<file path="src/shared/spm_pkg.sv">
// shared constants and types for the self-programming fuse and lock readback block
package spm_pkg;
	// ----------------------------------------
	// control register
	// ----------------------------------------
	localparam logic [7:0] CTRL_ADDR = 8'h37;
	localparam logic [7:0] CTRL_RESET = 8'h00;
	localparam int BIT_IRQ_EN = 7;
	localparam int BIT_BUSY = 6;
	localparam int BIT_REEN = 4;
	localparam int BIT_LOCK_SET = 3;
	localparam int BIT_PG_WRITE = 2;
	localparam int BIT_PG_ERASE = 1;
	localparam int BIT_STORE_EN = 0;
	localparam logic [4:0] CMD_REEN = 5'h11;
	localparam logic [4:0] CMD_LOCK = 5'h09;
	localparam logic [4:0] CMD_WRITE = 5'h05;
	localparam logic [4:0] CMD_ERASE = 5'h03;
	localparam logic [4:0] CMD_FILL = 5'h01;
	// ----------------------------------------
	// readback pointer values
	// ----------------------------------------
	localparam logic [15:0] PTR_FUSE_LOW = 16'h0000;
	localparam logic [15:0] PTR_LOCK = 16'h0001;
	localparam logic [15:0] PTR_FUSE_EXT = 16'h0002;
	localparam logic [15:0] PTR_FUSE_HIGH = 16'h0003;
	// ----------------------------------------
	// windows and timing
	// ----------------------------------------
	localparam int LOAD_WINDOW = 3;
	localparam int STORE_WINDOW = 4;
	localparam int CLK_HZ = 10_000_000;
	localparam int WRITE_MIN_US = 3700;
	localparam int WRITE_MAX_US = 4500;
	localparam int WRITE_MIN_CYC = (WRITE_MIN_US * (CLK_HZ / 1_000_000));
	localparam int WRITE_MAX_CYC = (WRITE_MAX_US * (CLK_HZ / 1_000_000));
	localparam int WRITE_CYC = (WRITE_MIN_CYC + WRITE_MAX_CYC) / 2;
	// ----------------------------------------
	// flash geometry
	// ----------------------------------------
	localparam int BOOT_PAGES_11 = 4;
	localparam int BOOT_PAGES_10 = 8;
	localparam int BOOT_PAGES_01 = 16;
	localparam int BOOT_PAGES_00 = 32;
	localparam int BLOCKING_PAGES = 32;
	localparam int CONCURRENT_PAGES = 224;
	localparam logic [7:0] LOCK_UNUSED = 8'hC0;
	typedef enum logic [3:0] {
		ST_IDLE = 4'h1,
		ST_ARMED = 4'h2,
		ST_WRITING = 4'h4,
		ST_DONE = 4'h8
	} spm_state_t;
endpackage

</file>
<file path="src/shared/spm_if.sv">
// interface between the cpu core and the self-programming logic
`timescale 1ns/1ns
interface spm_if;
	logic io_wr;
	logic [7:0] io_addr;
	logic [7:0] io_wdata;
	logic [7:0] ctrl_rdata;
	logic [15:0] ptr;
	logic lpm_req;
	logic [7:0] flash_byte;
	logic [7:0] lpm_data;
	logic spm_req;
	logic [7:0] r0_data;
	logic cpu_halt;
	modport device (input io_wr, io_addr, io_wdata, ptr, lpm_req, flash_byte, spm_req, r0_data,
		output ctrl_rdata, lpm_data, cpu_halt);
	modport cpu (output io_wr, io_addr, io_wdata, ptr, lpm_req, flash_byte, spm_req, r0_data,
		input ctrl_rdata, lpm_data, cpu_halt);
endinterface

</file>
<file path="src/rtl/spm_window.sv">
// window counter: loads length on start, counts down, flags expiry
`timescale 1ns/1ns
module spm_window #(
	parameter int WIDTH = 3
) (
	// clock and reset
	input wire logic ref_clk,
	input wire logic srst,
	// control
	input wire logic start,
	input wire logic stop,
	input wire logic [WIDTH-1:0] length,
	// status
	output logic open,
	output logic expired
);
	logic [WIDTH-1:0] cnt_ff;
	logic [WIDTH-1:0] nxt_cnt;
	assign nxt_cnt = start ? length : (stop ? '0 : (cnt_ff != '0 ? cnt_ff - 1'b1 : '0));
	assign open = (cnt_ff != '0);
	assign expired = (cnt_ff == {{(WIDTH-1){1'b0}}, 1'b1}) && !start && !stop;
	// ----------------------------------------
	// counter
	// ----------------------------------------
	always_ff @(posedge ref_clk) begin
		if (srst) begin
			cnt_ff <= '0;
		end else begin
			cnt_ff <= nxt_cnt;
		end
	end
endmodule

</file>
<file path="src/rtl/spm_device.sv">
// self-programming control, fuse and lock readback and flash address decode
`timescale 1ns/1ns
module spm_device #(
	parameter int PC_BITS = 14,
	parameter int WORD_BITS = 6,
	parameter int WRITE_CYCLES = spm_pkg::WRITE_CYC
) (
	// cpu side
	spm_if.device cpu,
	// nonvolatile bits, 0 means programmed
	input wire logic [5:0] lock_bits,
	input wire logic [7:0] fuse_low_byte,
	input wire logic [7:0] fuse_high_byte,
	input wire logic [7:0] fuse_extended_byte,
	input wire logic boot_size_sel_1,
	input wire logic boot_size_sel_0,
	input wire logic eeprom_write_busy,
	// clock and reset
	input wire logic ref_clk,
	input wire logic srst,
	// flash operation outputs
	output logic flash_erase_go,
	output logic flash_write_go,
	output logic flash_fill_go,
	output logic lock_write_go,
	output logic [7:0] lock_write_data,
	output logic [PC_BITS-WORD_BITS-1:0] page_number_field,
	output logic [WORD_BITS-1:0] word_in_page_field,
	output logic [PC_BITS-1:0] boot_start_addr,
	output logic in_blocking_region
);
	initial begin
		if (PC_BITS != 14 && PC_BITS != 15) $error("PC_BITS must be 14 or 15");
		if (WORD_BITS != 6 && WORD_BITS != 7) $error("WORD_BITS must be 6 or 7");
		if (WRITE_CYCLES < 2) $error("WRITE_CYCLES too small");
	end
	localparam int counter_top_bit = PC_BITS - 1;
	localparam int word_field_top_bit = WORD_BITS - 1;
	localparam int pointer_counter_top_bit = counter_top_bit + 1;
	localparam int pointer_word_top_bit = word_field_top_bit + 1;
	localparam int PAGE_BITS = PC_BITS - WORD_BITS;
	// ----------------------------------------
	// registers
	// ----------------------------------------
	spm_pkg::spm_state_t state_ff;
	spm_pkg::spm_state_t nxt_state;
	logic [7:0] ctrl_ff;
	logic [22:0] timer_ff;
	logic [7:0] lpm_data_ff;
	logic [7:0] ctrl_rdata_ff;
	logic halt_ff;
	logic erase_ff, write_ff, fill_ff, lockw_ff;
	logic [7:0] lockw_data_ff;
	logic [PAGE_BITS-1:0] page_ff;
	logic [WORD_BITS-1:0] word_ff;
	logic [PC_BITS-1:0] boot_ff;
	logic blocking_ff;
	logic busy_ff;
	// ----------------------------------------
	// decode
	// ----------------------------------------
	wire ctrl_wr = cpu.io_wr && (cpu.io_addr == spm_pkg::CTRL_ADDR) && !eeprom_write_busy;
	wire [4:0] cmd = cpu.io_wdata[4:0];
	wire cmd_ok = (cmd == spm_pkg::CMD_REEN) || (cmd == spm_pkg::CMD_LOCK) ||
		(cmd == spm_pkg::CMD_WRITE) || (cmd == spm_pkg::CMD_ERASE) ||
		(cmd == spm_pkg::CMD_FILL);
	wire idle = (state_ff == spm_pkg::ST_IDLE);
	wire take_cmd = ctrl_wr && cmd_ok && idle;
	wire lock_pair = ctrl_ff[spm_pkg::BIT_LOCK_SET] && ctrl_ff[spm_pkg::BIT_STORE_EN];
	wire armed = (state_ff == spm_pkg::ST_ARMED);
	wire load_open, load_exp, store_open, store_exp;
	wire readback = armed && lock_pair && load_open && cpu.lpm_req;
	wire do_store = armed && store_open && cpu.spm_req;
	wire long_op = ctrl_ff[spm_pkg::BIT_PG_WRITE] || ctrl_ff[spm_pkg::BIT_PG_ERASE];
	// command bits drop as the operation ends, so the cpu sees them clear promptly
	wire pair_drop = (nxt_state == spm_pkg::ST_DONE) || (nxt_state == spm_pkg::ST_IDLE);
	wire [PAGE_BITS-1:0] ptr_page = cpu.ptr[pointer_counter_top_bit:pointer_word_top_bit+1];
	wire [WORD_BITS-1:0] ptr_word = cpu.ptr[pointer_word_top_bit:1];
	wire [7:0] lock_byte = {2'b11, lock_bits};
	wire [7:0] fuse_sel = (cpu.ptr == spm_pkg::PTR_LOCK) ? lock_byte :
		(cpu.ptr == spm_pkg::PTR_FUSE_LOW) ? fuse_low_byte :
		(cpu.ptr == spm_pkg::PTR_FUSE_HIGH) ? fuse_high_byte :
		(cpu.ptr == spm_pkg::PTR_FUSE_EXT) ? fuse_extended_byte :
		cpu.flash_byte;
	// raw bits pass through untouched, so programmed reads 0
	wire [7:0] nxt_lpm = readback ? fuse_sel : cpu.flash_byte;
	wire [1:0] bsz = {boot_size_sel_1, boot_size_sel_0};
	wire [7:0] boot_pages = (bsz == 2'b11) ? 8'(spm_pkg::BOOT_PAGES_11) :
		(bsz == 2'b10) ? 8'(spm_pkg::BOOT_PAGES_10) :
		(bsz == 2'b01) ? 8'(spm_pkg::BOOT_PAGES_01) : 8'(spm_pkg::BOOT_PAGES_00);
	wire [PC_BITS:0] flash_words = (PC_BITS+1)'(1) << PC_BITS;
	wire [PC_BITS:0] boot_words = (PC_BITS+1)'(boot_pages) << WORD_BITS;
	wire [PC_BITS:0] blocking_region_words = (PC_BITS+1)'(spm_pkg::BLOCKING_PAGES) << WORD_BITS;
	wire [PC_BITS-1:0] nxt_boot = PC_BITS'(flash_words - boot_words);
	wire [PC_BITS-1:0] blocking_region_start = PC_BITS'(flash_words - blocking_region_words);
	wire [PC_BITS-1:0] ptr_pc = cpu.ptr[pointer_counter_top_bit:1];
	wire op_blocking = (ptr_pc >= blocking_region_start);
	// ----------------------------------------
	// windows, counted from the cycle after the write
	// ----------------------------------------
	spm_window #(.WIDTH(3)) u_load (
		.ref_clk(ref_clk),
		.srst(srst),
		.start(take_cmd),
		.stop(readback || do_store),
		.length(3'(spm_pkg::LOAD_WINDOW)),
		.open(load_open),
		.expired(load_exp)
	);
	spm_window #(.WIDTH(3)) u_store (
		.ref_clk(ref_clk),
		.srst(srst),
		.start(take_cmd),
		.stop(readback || do_store),
		.length(3'(spm_pkg::STORE_WINDOW)),
		.open(store_open),
		.expired(store_exp)
	);
	// ----------------------------------------
	// state machine
	// ----------------------------------------
	always_comb begin
		nxt_state = state_ff;
		case (state_ff)
			spm_pkg::ST_IDLE: begin
				if (take_cmd) nxt_state = spm_pkg::ST_ARMED;
			end
			spm_pkg::ST_ARMED: begin
				if (readback) nxt_state = spm_pkg::ST_DONE;
				else if (do_store && (long_op || ctrl_ff[spm_pkg::BIT_LOCK_SET]))
					nxt_state = spm_pkg::ST_WRITING;
				else if (do_store) nxt_state = spm_pkg::ST_DONE;
				else if (store_exp || (lock_pair && load_exp && !store_open))
					nxt_state = spm_pkg::ST_DONE;
				else if (!store_open) nxt_state = spm_pkg::ST_DONE;
			end
			spm_pkg::ST_WRITING: begin
				if (timer_ff == 23'h000001) nxt_state = spm_pkg::ST_DONE;
			end
			spm_pkg::ST_DONE: nxt_state = spm_pkg::ST_IDLE;
			default: nxt_state = spm_pkg::ST_IDLE;
		endcase
	end
	// ----------------------------------------
	// control and timer; a running write ignores reset
	// ----------------------------------------
	always_ff @(posedge ref_clk) begin
		if (srst && state_ff != spm_pkg::ST_WRITING) begin
			state_ff <= spm_pkg::ST_IDLE;
			ctrl_ff <= spm_pkg::CTRL_RESET;
			timer_ff <= '0;
			busy_ff <= 1'b0;
		end else begin
			state_ff <= nxt_state;
			if (take_cmd) ctrl_ff <= {cpu.io_wdata[7], 2'b00, cmd};
			else if (pair_drop) ctrl_ff[4:0] <= 5'h00;
			if (do_store && (long_op || ctrl_ff[spm_pkg::BIT_LOCK_SET]))
				timer_ff <= 23'(WRITE_CYCLES);
			else if (timer_ff != '0) timer_ff <= timer_ff - 23'h000001;
			if (do_store && long_op && !op_blocking) busy_ff <= 1'b1;
			else if (do_store && ctrl_ff[spm_pkg::BIT_REEN]) busy_ff <= 1'b0;
			else if (do_store && ctrl_ff[4:0] == spm_pkg::CMD_FILL) busy_ff <= 1'b0;
		end
	end
	// ----------------------------------------
	// registered outputs
	// ----------------------------------------
	always_ff @(posedge ref_clk) begin
		if (srst) begin
			lpm_data_ff <= 8'h00;
			ctrl_rdata_ff <= 8'h00;
			halt_ff <= 1'b0;
			erase_ff <= 1'b0;
			write_ff <= 1'b0;
			fill_ff <= 1'b0;
			lockw_ff <= 1'b0;
			lockw_data_ff <= 8'h00;
			page_ff <= '0;
			word_ff <= '0;
			boot_ff <= '0;
			blocking_ff <= 1'b0;
		end else begin
			lpm_data_ff <= nxt_lpm;
			ctrl_rdata_ff <= {ctrl_ff[7], busy_ff, 1'b0, ctrl_ff[4:0]};
			halt_ff <= (state_ff == spm_pkg::ST_WRITING) && long_op && blocking_ff;
			erase_ff <= do_store && ctrl_ff[4:0] == spm_pkg::CMD_ERASE;
			write_ff <= do_store && ctrl_ff[4:0] == spm_pkg::CMD_WRITE;
			fill_ff <= do_store && ctrl_ff[4:0] == spm_pkg::CMD_FILL;
			lockw_ff <= do_store && ctrl_ff[4:0] == spm_pkg::CMD_LOCK;
			lockw_data_ff <= cpu.r0_data | spm_pkg::LOCK_UNUSED;
			if (do_store) begin
				page_ff <= ptr_page;
				word_ff <= ptr_word;
				blocking_ff <= op_blocking;
			end
			boot_ff <= nxt_boot;
		end
	end
	assign cpu.lpm_data = lpm_data_ff;
	assign cpu.ctrl_rdata = ctrl_rdata_ff;
	assign cpu.cpu_halt = halt_ff;
	assign flash_erase_go = erase_ff;
	assign flash_write_go = write_ff;
	assign flash_fill_go = fill_ff;
	assign lock_write_go = lockw_ff;
	assign lock_write_data = lockw_data_ff;
	assign page_number_field = page_ff;
	assign word_in_page_field = word_ff;
	assign boot_start_addr = boot_ff;
	assign in_blocking_region = blocking_ff;
endmodule

</file>
<file path="src/flat_wrapper.sv">
// flat-port wrapper written by rule: the top's interface ports become plain ports
module spm_device_flat 
#(
	parameter int PC_BITS = 14,
	parameter int WORD_BITS = 6,
	parameter int WRITE_CYCLES = spm_pkg::WRITE_CYC
)
  (lock_bits, fuse_low_byte, fuse_high_byte, fuse_extended_byte, boot_size_sel_1, boot_size_sel_0, eeprom_write_busy, ref_clk, srst, flash_erase_go, flash_write_go, flash_fill_go, lock_write_go, lock_write_data, page_number_field, word_in_page_field, boot_start_addr, in_blocking_region, cpu_io_wr, cpu_io_addr, cpu_io_wdata, cpu_ptr, cpu_lpm_req, cpu_flash_byte, cpu_spm_req, cpu_r0_data, cpu_ctrl_rdata, cpu_lpm_data, cpu_cpu_halt);
  spm_if cpu_i ();
  input wire logic [5:0] lock_bits;
  input wire logic [7:0] fuse_low_byte;
  input wire logic [7:0] fuse_high_byte;
  input wire logic [7:0] fuse_extended_byte;
  input wire logic boot_size_sel_1;
  input wire logic boot_size_sel_0;
  input wire logic eeprom_write_busy;
  input wire logic ref_clk;
  input wire logic srst;
  output logic flash_erase_go;
  output logic flash_write_go;
  output logic flash_fill_go;
  output logic lock_write_go;
  output logic [7:0] lock_write_data;
  output logic [PC_BITS-WORD_BITS-1:0] page_number_field;
  output logic [WORD_BITS-1:0] word_in_page_field;
  output logic [PC_BITS-1:0] boot_start_addr;
  output logic in_blocking_region;
  input wire logic [$bits(cpu_i.io_wr)-1:0] cpu_io_wr;
  input wire logic [$bits(cpu_i.io_addr)-1:0] cpu_io_addr;
  input wire logic [$bits(cpu_i.io_wdata)-1:0] cpu_io_wdata;
  input wire logic [$bits(cpu_i.ptr)-1:0] cpu_ptr;
  input wire logic [$bits(cpu_i.lpm_req)-1:0] cpu_lpm_req;
  input wire logic [$bits(cpu_i.flash_byte)-1:0] cpu_flash_byte;
  input wire logic [$bits(cpu_i.spm_req)-1:0] cpu_spm_req;
  input wire logic [$bits(cpu_i.r0_data)-1:0] cpu_r0_data;
  output wire logic [$bits(cpu_i.ctrl_rdata)-1:0] cpu_ctrl_rdata;
  output wire logic [$bits(cpu_i.lpm_data)-1:0] cpu_lpm_data;
  output wire logic [$bits(cpu_i.cpu_halt)-1:0] cpu_cpu_halt;
  assign cpu_i.io_wr = cpu_io_wr;
  assign cpu_i.io_addr = cpu_io_addr;
  assign cpu_i.io_wdata = cpu_io_wdata;
  assign cpu_i.ptr = cpu_ptr;
  assign cpu_i.lpm_req = cpu_lpm_req;
  assign cpu_i.flash_byte = cpu_flash_byte;
  assign cpu_i.spm_req = cpu_spm_req;
  assign cpu_i.r0_data = cpu_r0_data;
  assign cpu_ctrl_rdata = cpu_i.ctrl_rdata;
  assign cpu_lpm_data = cpu_i.lpm_data;
  assign cpu_cpu_halt = cpu_i.cpu_halt;
  spm_device #(.PC_BITS(PC_BITS), .WORD_BITS(WORD_BITS), .WRITE_CYCLES(WRITE_CYCLES)) u_core (.cpu(cpu_i), .lock_bits(lock_bits), .fuse_low_byte(fuse_low_byte), .fuse_high_byte(fuse_high_byte), .fuse_extended_byte(fuse_extended_byte), .boot_size_sel_1(boot_size_sel_1), .boot_size_sel_0(boot_size_sel_0), .eeprom_write_busy(eeprom_write_busy), .ref_clk(ref_clk), .srst(srst), .flash_erase_go(flash_erase_go), .flash_write_go(flash_write_go), .flash_fill_go(flash_fill_go), .lock_write_go(lock_write_go), .lock_write_data(lock_write_data), .page_number_field(page_number_field), .word_in_page_field(word_in_page_field), .boot_start_addr(boot_start_addr), .in_blocking_region(in_blocking_region));
endmodule
</file>
<file path="config.mk">
export PLATFORM = sky130hd
export DESIGN_NAME = spm_device_flat
export DESIGN_NICKNAME = d
export VERILOG_FILES = /design/src/shared/spm_pkg.sv /design/src/shared/spm_if.sv /design/src/rtl/spm_window.sv /design/src/rtl/spm_device.sv /design/src/flat_wrapper.sv
export SDC_FILE = /design/constraint.sdc
export NUM_CORES = 1
export LEC_CHECK = 0
export ABC_AREA = 1
export BUFFER_PORTS_ARGS = -buffer_cell sky130_fd_sc_hd__buf_2
export CELL_PAD_IN_SITES_DETAIL_PLACEMENT = 0
export CELL_PAD_IN_SITES_GLOBAL_PLACEMENT = 1
export CORE_ASPECT_RATIO = 1.25
export CORE_UTILIZATION = 32
export DETAILED_ROUTE_END_ITERATION = 7
export GPL_TIMING_DRIVEN = 0
export PLACE_DENSITY_LB_ADDON = 0.3
export SETUP_SLACK_MARGIN = 0.02
export SLEW_MARGIN = 20
export SYNTH_ARGS = -nofsm -noshare
export SYNTH_HDL_FRONTEND = slang
export SYNTH_SLANG_ARGS = --single-unit
</file>
<file path="constraint.sdc">
create_clock -name ref_clk -period 1.5 [get_ports ref_clk]
set_input_delay 0 -clock ref_clk [delete_from_list [all_inputs] [get_ports ref_clk]]
set_output_delay 0 -clock ref_clk [all_outputs]
set_load 0.01 [all_outputs]
</file>
==> results.ini <==
[job]
cap_violations = 0

[yosys]
primary_ff_master_synth = sky130_fd_sc_hd__dfxtp_1
synthesis.area_mm2 = 0.00424
yosysWarnings = 0
synth_enable_flop_cells = 0
postSynth.asyncResetShare = 0
seq_area_frac_synth = 0.415
syn_avg_cell_area_um2 = 7.15
yosysUniqueCellTypes = 45
synth-seq-cells = 88
cell_count_after_synthesis = 593

[routing]
route.detailed.drc = 0
route.detailed.wl_per_inst_um = 13.7
drtAntennaViolNets = 0
detail_route.vias_per_cell = 4.68
drt-total-wl_um = 13900
drt_pass1_iterations = 4
first_iter_violations = 236
dr_total_vias = 4768

[clocking]
clock_path_buffers = 2
clk_transition_reported_paths_ns = 0.07
cts-buffers-inserted = 9
cts_num_sinks = 88
tritoncts_clock_tree = yes
ctsRootBufferMaster = sky130_fd_sc_hd__clkbuf_16
cts-htree-levels = 3
insertion_delay_ns = 0.34

[worst_setup_path]
cp-start-kind = flip-flop
timing.critical_path.fanout_max = 5
critPathArrivalTime_ns = 1.84
rrSetupSlack_ns = -0.12
worstSetupEndpointType = flip-flop
ff2ff_path_depth = 10
cp_slowest_cell = sky130_fd_sc_hd__dfxtp_4
required_ns = 1.72
worst_path_largest_cell_delay_ns = 0.36
critical_path.cell_chain = nor2_4, nand3_4, nor2_4, buf_6, nand2_4, and2_4, nand2_4, nand3_4, nand2_1, a21oi_1
cp.buffers_inverters = 1
timing.setup.critical_path_class = reg -> reg
crit_path_leading_delay_family = simple AND/OR/NAND/NOR gates
r2r-start = u_core.state_ff[3]
endpoint_of_the_worst_slack_reg_to_reg_timing_path = u_core.ctrl_ff[0]

[grt]
grt_antenna_before_repair = 0
grt_start_max_net_pins = 16
grt_use_total = 0.198
via_count_of_the_first_global_routing_pass = 4595
grt_pass1_wl_um = 21400
overflow_left_after_global_routing = 0

[cells_and_area]
most_common_library_cell_in_the_layout_ignoring_fill_and_taps = sky130_fd_sc_hd__buf_2
layout-drive-gt1-share = 0.409
design_area_mm2 = 0.00701
final_nets = 936
layout_cells_excl_fill = 1018
highest_count_cells_in_the_layout_ignoring_fill_and_taps = sky130_fd_sc_hd__buf_2, sky130_fd_sc_hd__nand2_1, sky130_fd_sc_hd__nor2_1
area.growth.synth_to_final_pct = 65.3
antenna_cells = 0

[pwr]
power_density_mw_per_mm2 = 1360
p_leak_uw = 0.00330
peakVddDrop_mv = 0.704

[place]
placed_cells_incl_taps = 898
gp_congestion = 0.875
instance_area_after_placement_mm2 = 0.00519
port-buffer-count = 129
dp.final_hpwl_um = 9560

[sta]
final_min_period_over_clock_period = 1.08
timing.final.setup_violations = 31
clock.fmax_ghz = 0.616
max-slew-margin-rel = 0.566
layout_min_cycle_time_ns = 1.62
total_count_of_max_transition_violations_in_the_final_report = 0
worst_pin_slew_ns = 0.651
post-route-worst-setup-slack_ns = -0.124
final_hold_viol_count = 0
rsz0062_at_grt = true
timing.clock.skew_ns = 0.00829

[status]
violations = negative setup slack
status = finished with violations

[floorplanning]
design.core.area_mm2 = 0.0128
num_rows = 46
die_height_um = 131
ioPinCount = 144
floorplan.die.width_um = 105
initial_core_util = 0.330
design.die.area_mm2 = 0.0137

[worst_hold_path]
hold_depth = 5
worst_hold_startpoint = fuse_high_byte[0]
hp-class = in -> reg
worst_hold_path.endpoint = u_core.cpu.lpm_data[0]

==> cells in the mapped netlist, types with 3 or more instances <==
library cell,number,area share
sky130_fd_sc_hd__a211oi_1,4,0.0071
sky130_fd_sc_hd__a21oi_1,44,0.052
sky130_fd_sc_hd__a31oi_1,3,0.0044
sky130_fd_sc_hd__buf_2,5,0.0059
sky130_fd_sc_hd__buf_4,10,0.018
sky130_fd_sc_hd__buf_6,3,0.0080
sky130_fd_sc_hd__clkbuf_1,4,0.0035
sky130_fd_sc_hd__dfxtp_1,88,0.42
sky130_fd_sc_hd__ha_1,5,0.015
sky130_fd_sc_hd__inv_1,72,0.064
sky130_fd_sc_hd__inv_2,3,0.0027
sky130_fd_sc_hd__nand2_1,109,0.096
sky130_fd_sc_hd__nand2_2,7,0.010
sky130_fd_sc_hd__nand3_1,29,0.034
sky130_fd_sc_hd__nand4_1,10,0.015
sky130_fd_sc_hd__nor2_1,97,0.086
sky130_fd_sc_hd__nor2_2,7,0.010
sky130_fd_sc_hd__nor2_4,4,0.011
sky130_fd_sc_hd__nor3_1,10,0.012
sky130_fd_sc_hd__nor4_1,7,0.010
sky130_fd_sc_hd__o21ai_0,27,0.032
sky130_fd_sc_hd__o21ai_1,5,0.0059
sky130_fd_sc_hd__xnor2_1,5,0.010
sky130_fd_sc_hd__xor2_1,5,0.010
==> repair_timing <==
action / 4_1_cts / 5_1_grt
setup buffers: 29 / 22
hold buffers: 50 / 0
hold endpoints to repair: 37 / 0
gates cloned: 1 / 3
pin swaps: 22 / 18
endpoints found under the setup margin: 49 / 64
gates resized for setup: 64 / 79
==> worst register-to-register path, cell delays in order (launching register included) <==
cell	delay [ns]
sky130_fd_sc_hd__dfxtp_4	0.36
sky130_fd_sc_hd__nor2_4	0.13
sky130_fd_sc_hd__nand3_4	0.12
sky130_fd_sc_hd__nor2_4	0.21
sky130_fd_sc_hd__buf_6	0.16
sky130_fd_sc_hd__nand2_4	0.05
sky130_fd_sc_hd__and2_4	0.14
sky130_fd_sc_hd__nand2_4	0.07
sky130_fd_sc_hd__nand3_4	0.10
sky130_fd_sc_hd__nand2_1	0.09
sky130_fd_sc_hd__a21oi_1	0.06
==> stage by stage <==
stage | hold slack (ns) | setup TNS, ns | utilization | power, µW | worst slack [ns]
after floorplan | 0.107 | -0.0286 | - | 4870 | -0.00623
after global placement | 0.201 | -7.01 | 0.404 | 5490 | -0.305
after detailed placement | 0.207 | -7.57 | 0.404 | 5550 | -0.315
after CTS | 0.000486 | -1.88 | 0.509 | 9060 | -0.130
after global routing | 0.0142 | -5.55 | 0.546 | 10100 | -0.231
final | 0.0200 | -1.90 | 0.546 | 9520 | -0.124
==> report_power, final <==
group / internal [µW] / switching (µW)
logic: 1810 / 2260
registers: 2630 / 293
clock network: 1560 / 964
total: 6000 / 3520
==> registers in the layout, indices dropped and copies added, names as in the netlist <==
name and flops:
u_core.u_load.cnt_ff 3, u_core.flash_erase_go 1, u_core.timer_ff 23, u_core.boot_start_addr 6
u_core.lock_write_data 7, u_core.u_store.cnt_ff 3, u_core.in_blocking_region 1, u_core.ctrl_ff 6
u_core.page_number_field 8, u_core.cpu.ctrl_rdata 7, u_core.word_in_page_field 6, u_core.cpu.lpm_data 8
u_core.state_ff 4, u_core.flash_write_go 1, u_core.cpu.cpu_halt 1, u_core.busy_ff 1
u_core.flash_fill_go 1, u_core.lock_write_go 1
==> per-layer routing <==
layer  GRT usage  up-vias  wire, µm
li1            -     2396         -
met1       0.223     2203      5930
met2       0.373      156      7100
met3      0.0427       13       708
met4      0.0613        0       197
met5           0        -         0
==> how the worst max path moves through the flow <==
| stage | startpoint | to | slack [ns] | cells past startpoint |
|---|---|---|---|---|
| 5_1_grt | u_core.state_ff[3] | u_core.ctrl_ff[0] | -0.23 | 12 |
| 3_3_place_gp | u_core.state_ff[3] | u_core.timer_ff[20] | -0.31 | 9 |
| 3_5_place_dp | u_core.state_ff[3] | u_core.timer_ff[6] | -0.31 | 9 |
| 4_1_cts | u_core.u_store.cnt_ff[0] | u_core.ctrl_ff[1] | -0.13 | 14 |
| 6_report | u_core.state_ff[3] | u_core.ctrl_ff[0] | -0.12 | 10 |
| 2_1_floorplan | u_core.u_store.cnt_ff[0] | u_core.ctrl_ff[1] | -0.006 | 12 |
==> cells by family after synthesis <==
| logic type | synth area share |
|---|---|
| buf+inv | 0.105 |
| simple gates | 0.327 |
| flops | 0.415 |
| xor+xnor | 0.0206 |
| compound gates | 0.116 |
| fa+ha+maj | 0.0147 |
| other cells | 0.000884 |
==> area by class of cell <==
| class | instances | area [µm²] |
|---|---|---|
| fillers | 1200 | 5830 |
| multi-input cells | 412 | 2480 |
| flip-flops and latches | 88 | 1790 |
| repair buffers | 233 | 1690 |
| inverters | 77 | 305 |
| clock buffers | 11 | 253 |
| well taps | 168 | 210 |
| plain buffers | 24 | 189 |
| clock inverters | 5 | 86.3 |
Power figures use the tool's default switching activity.
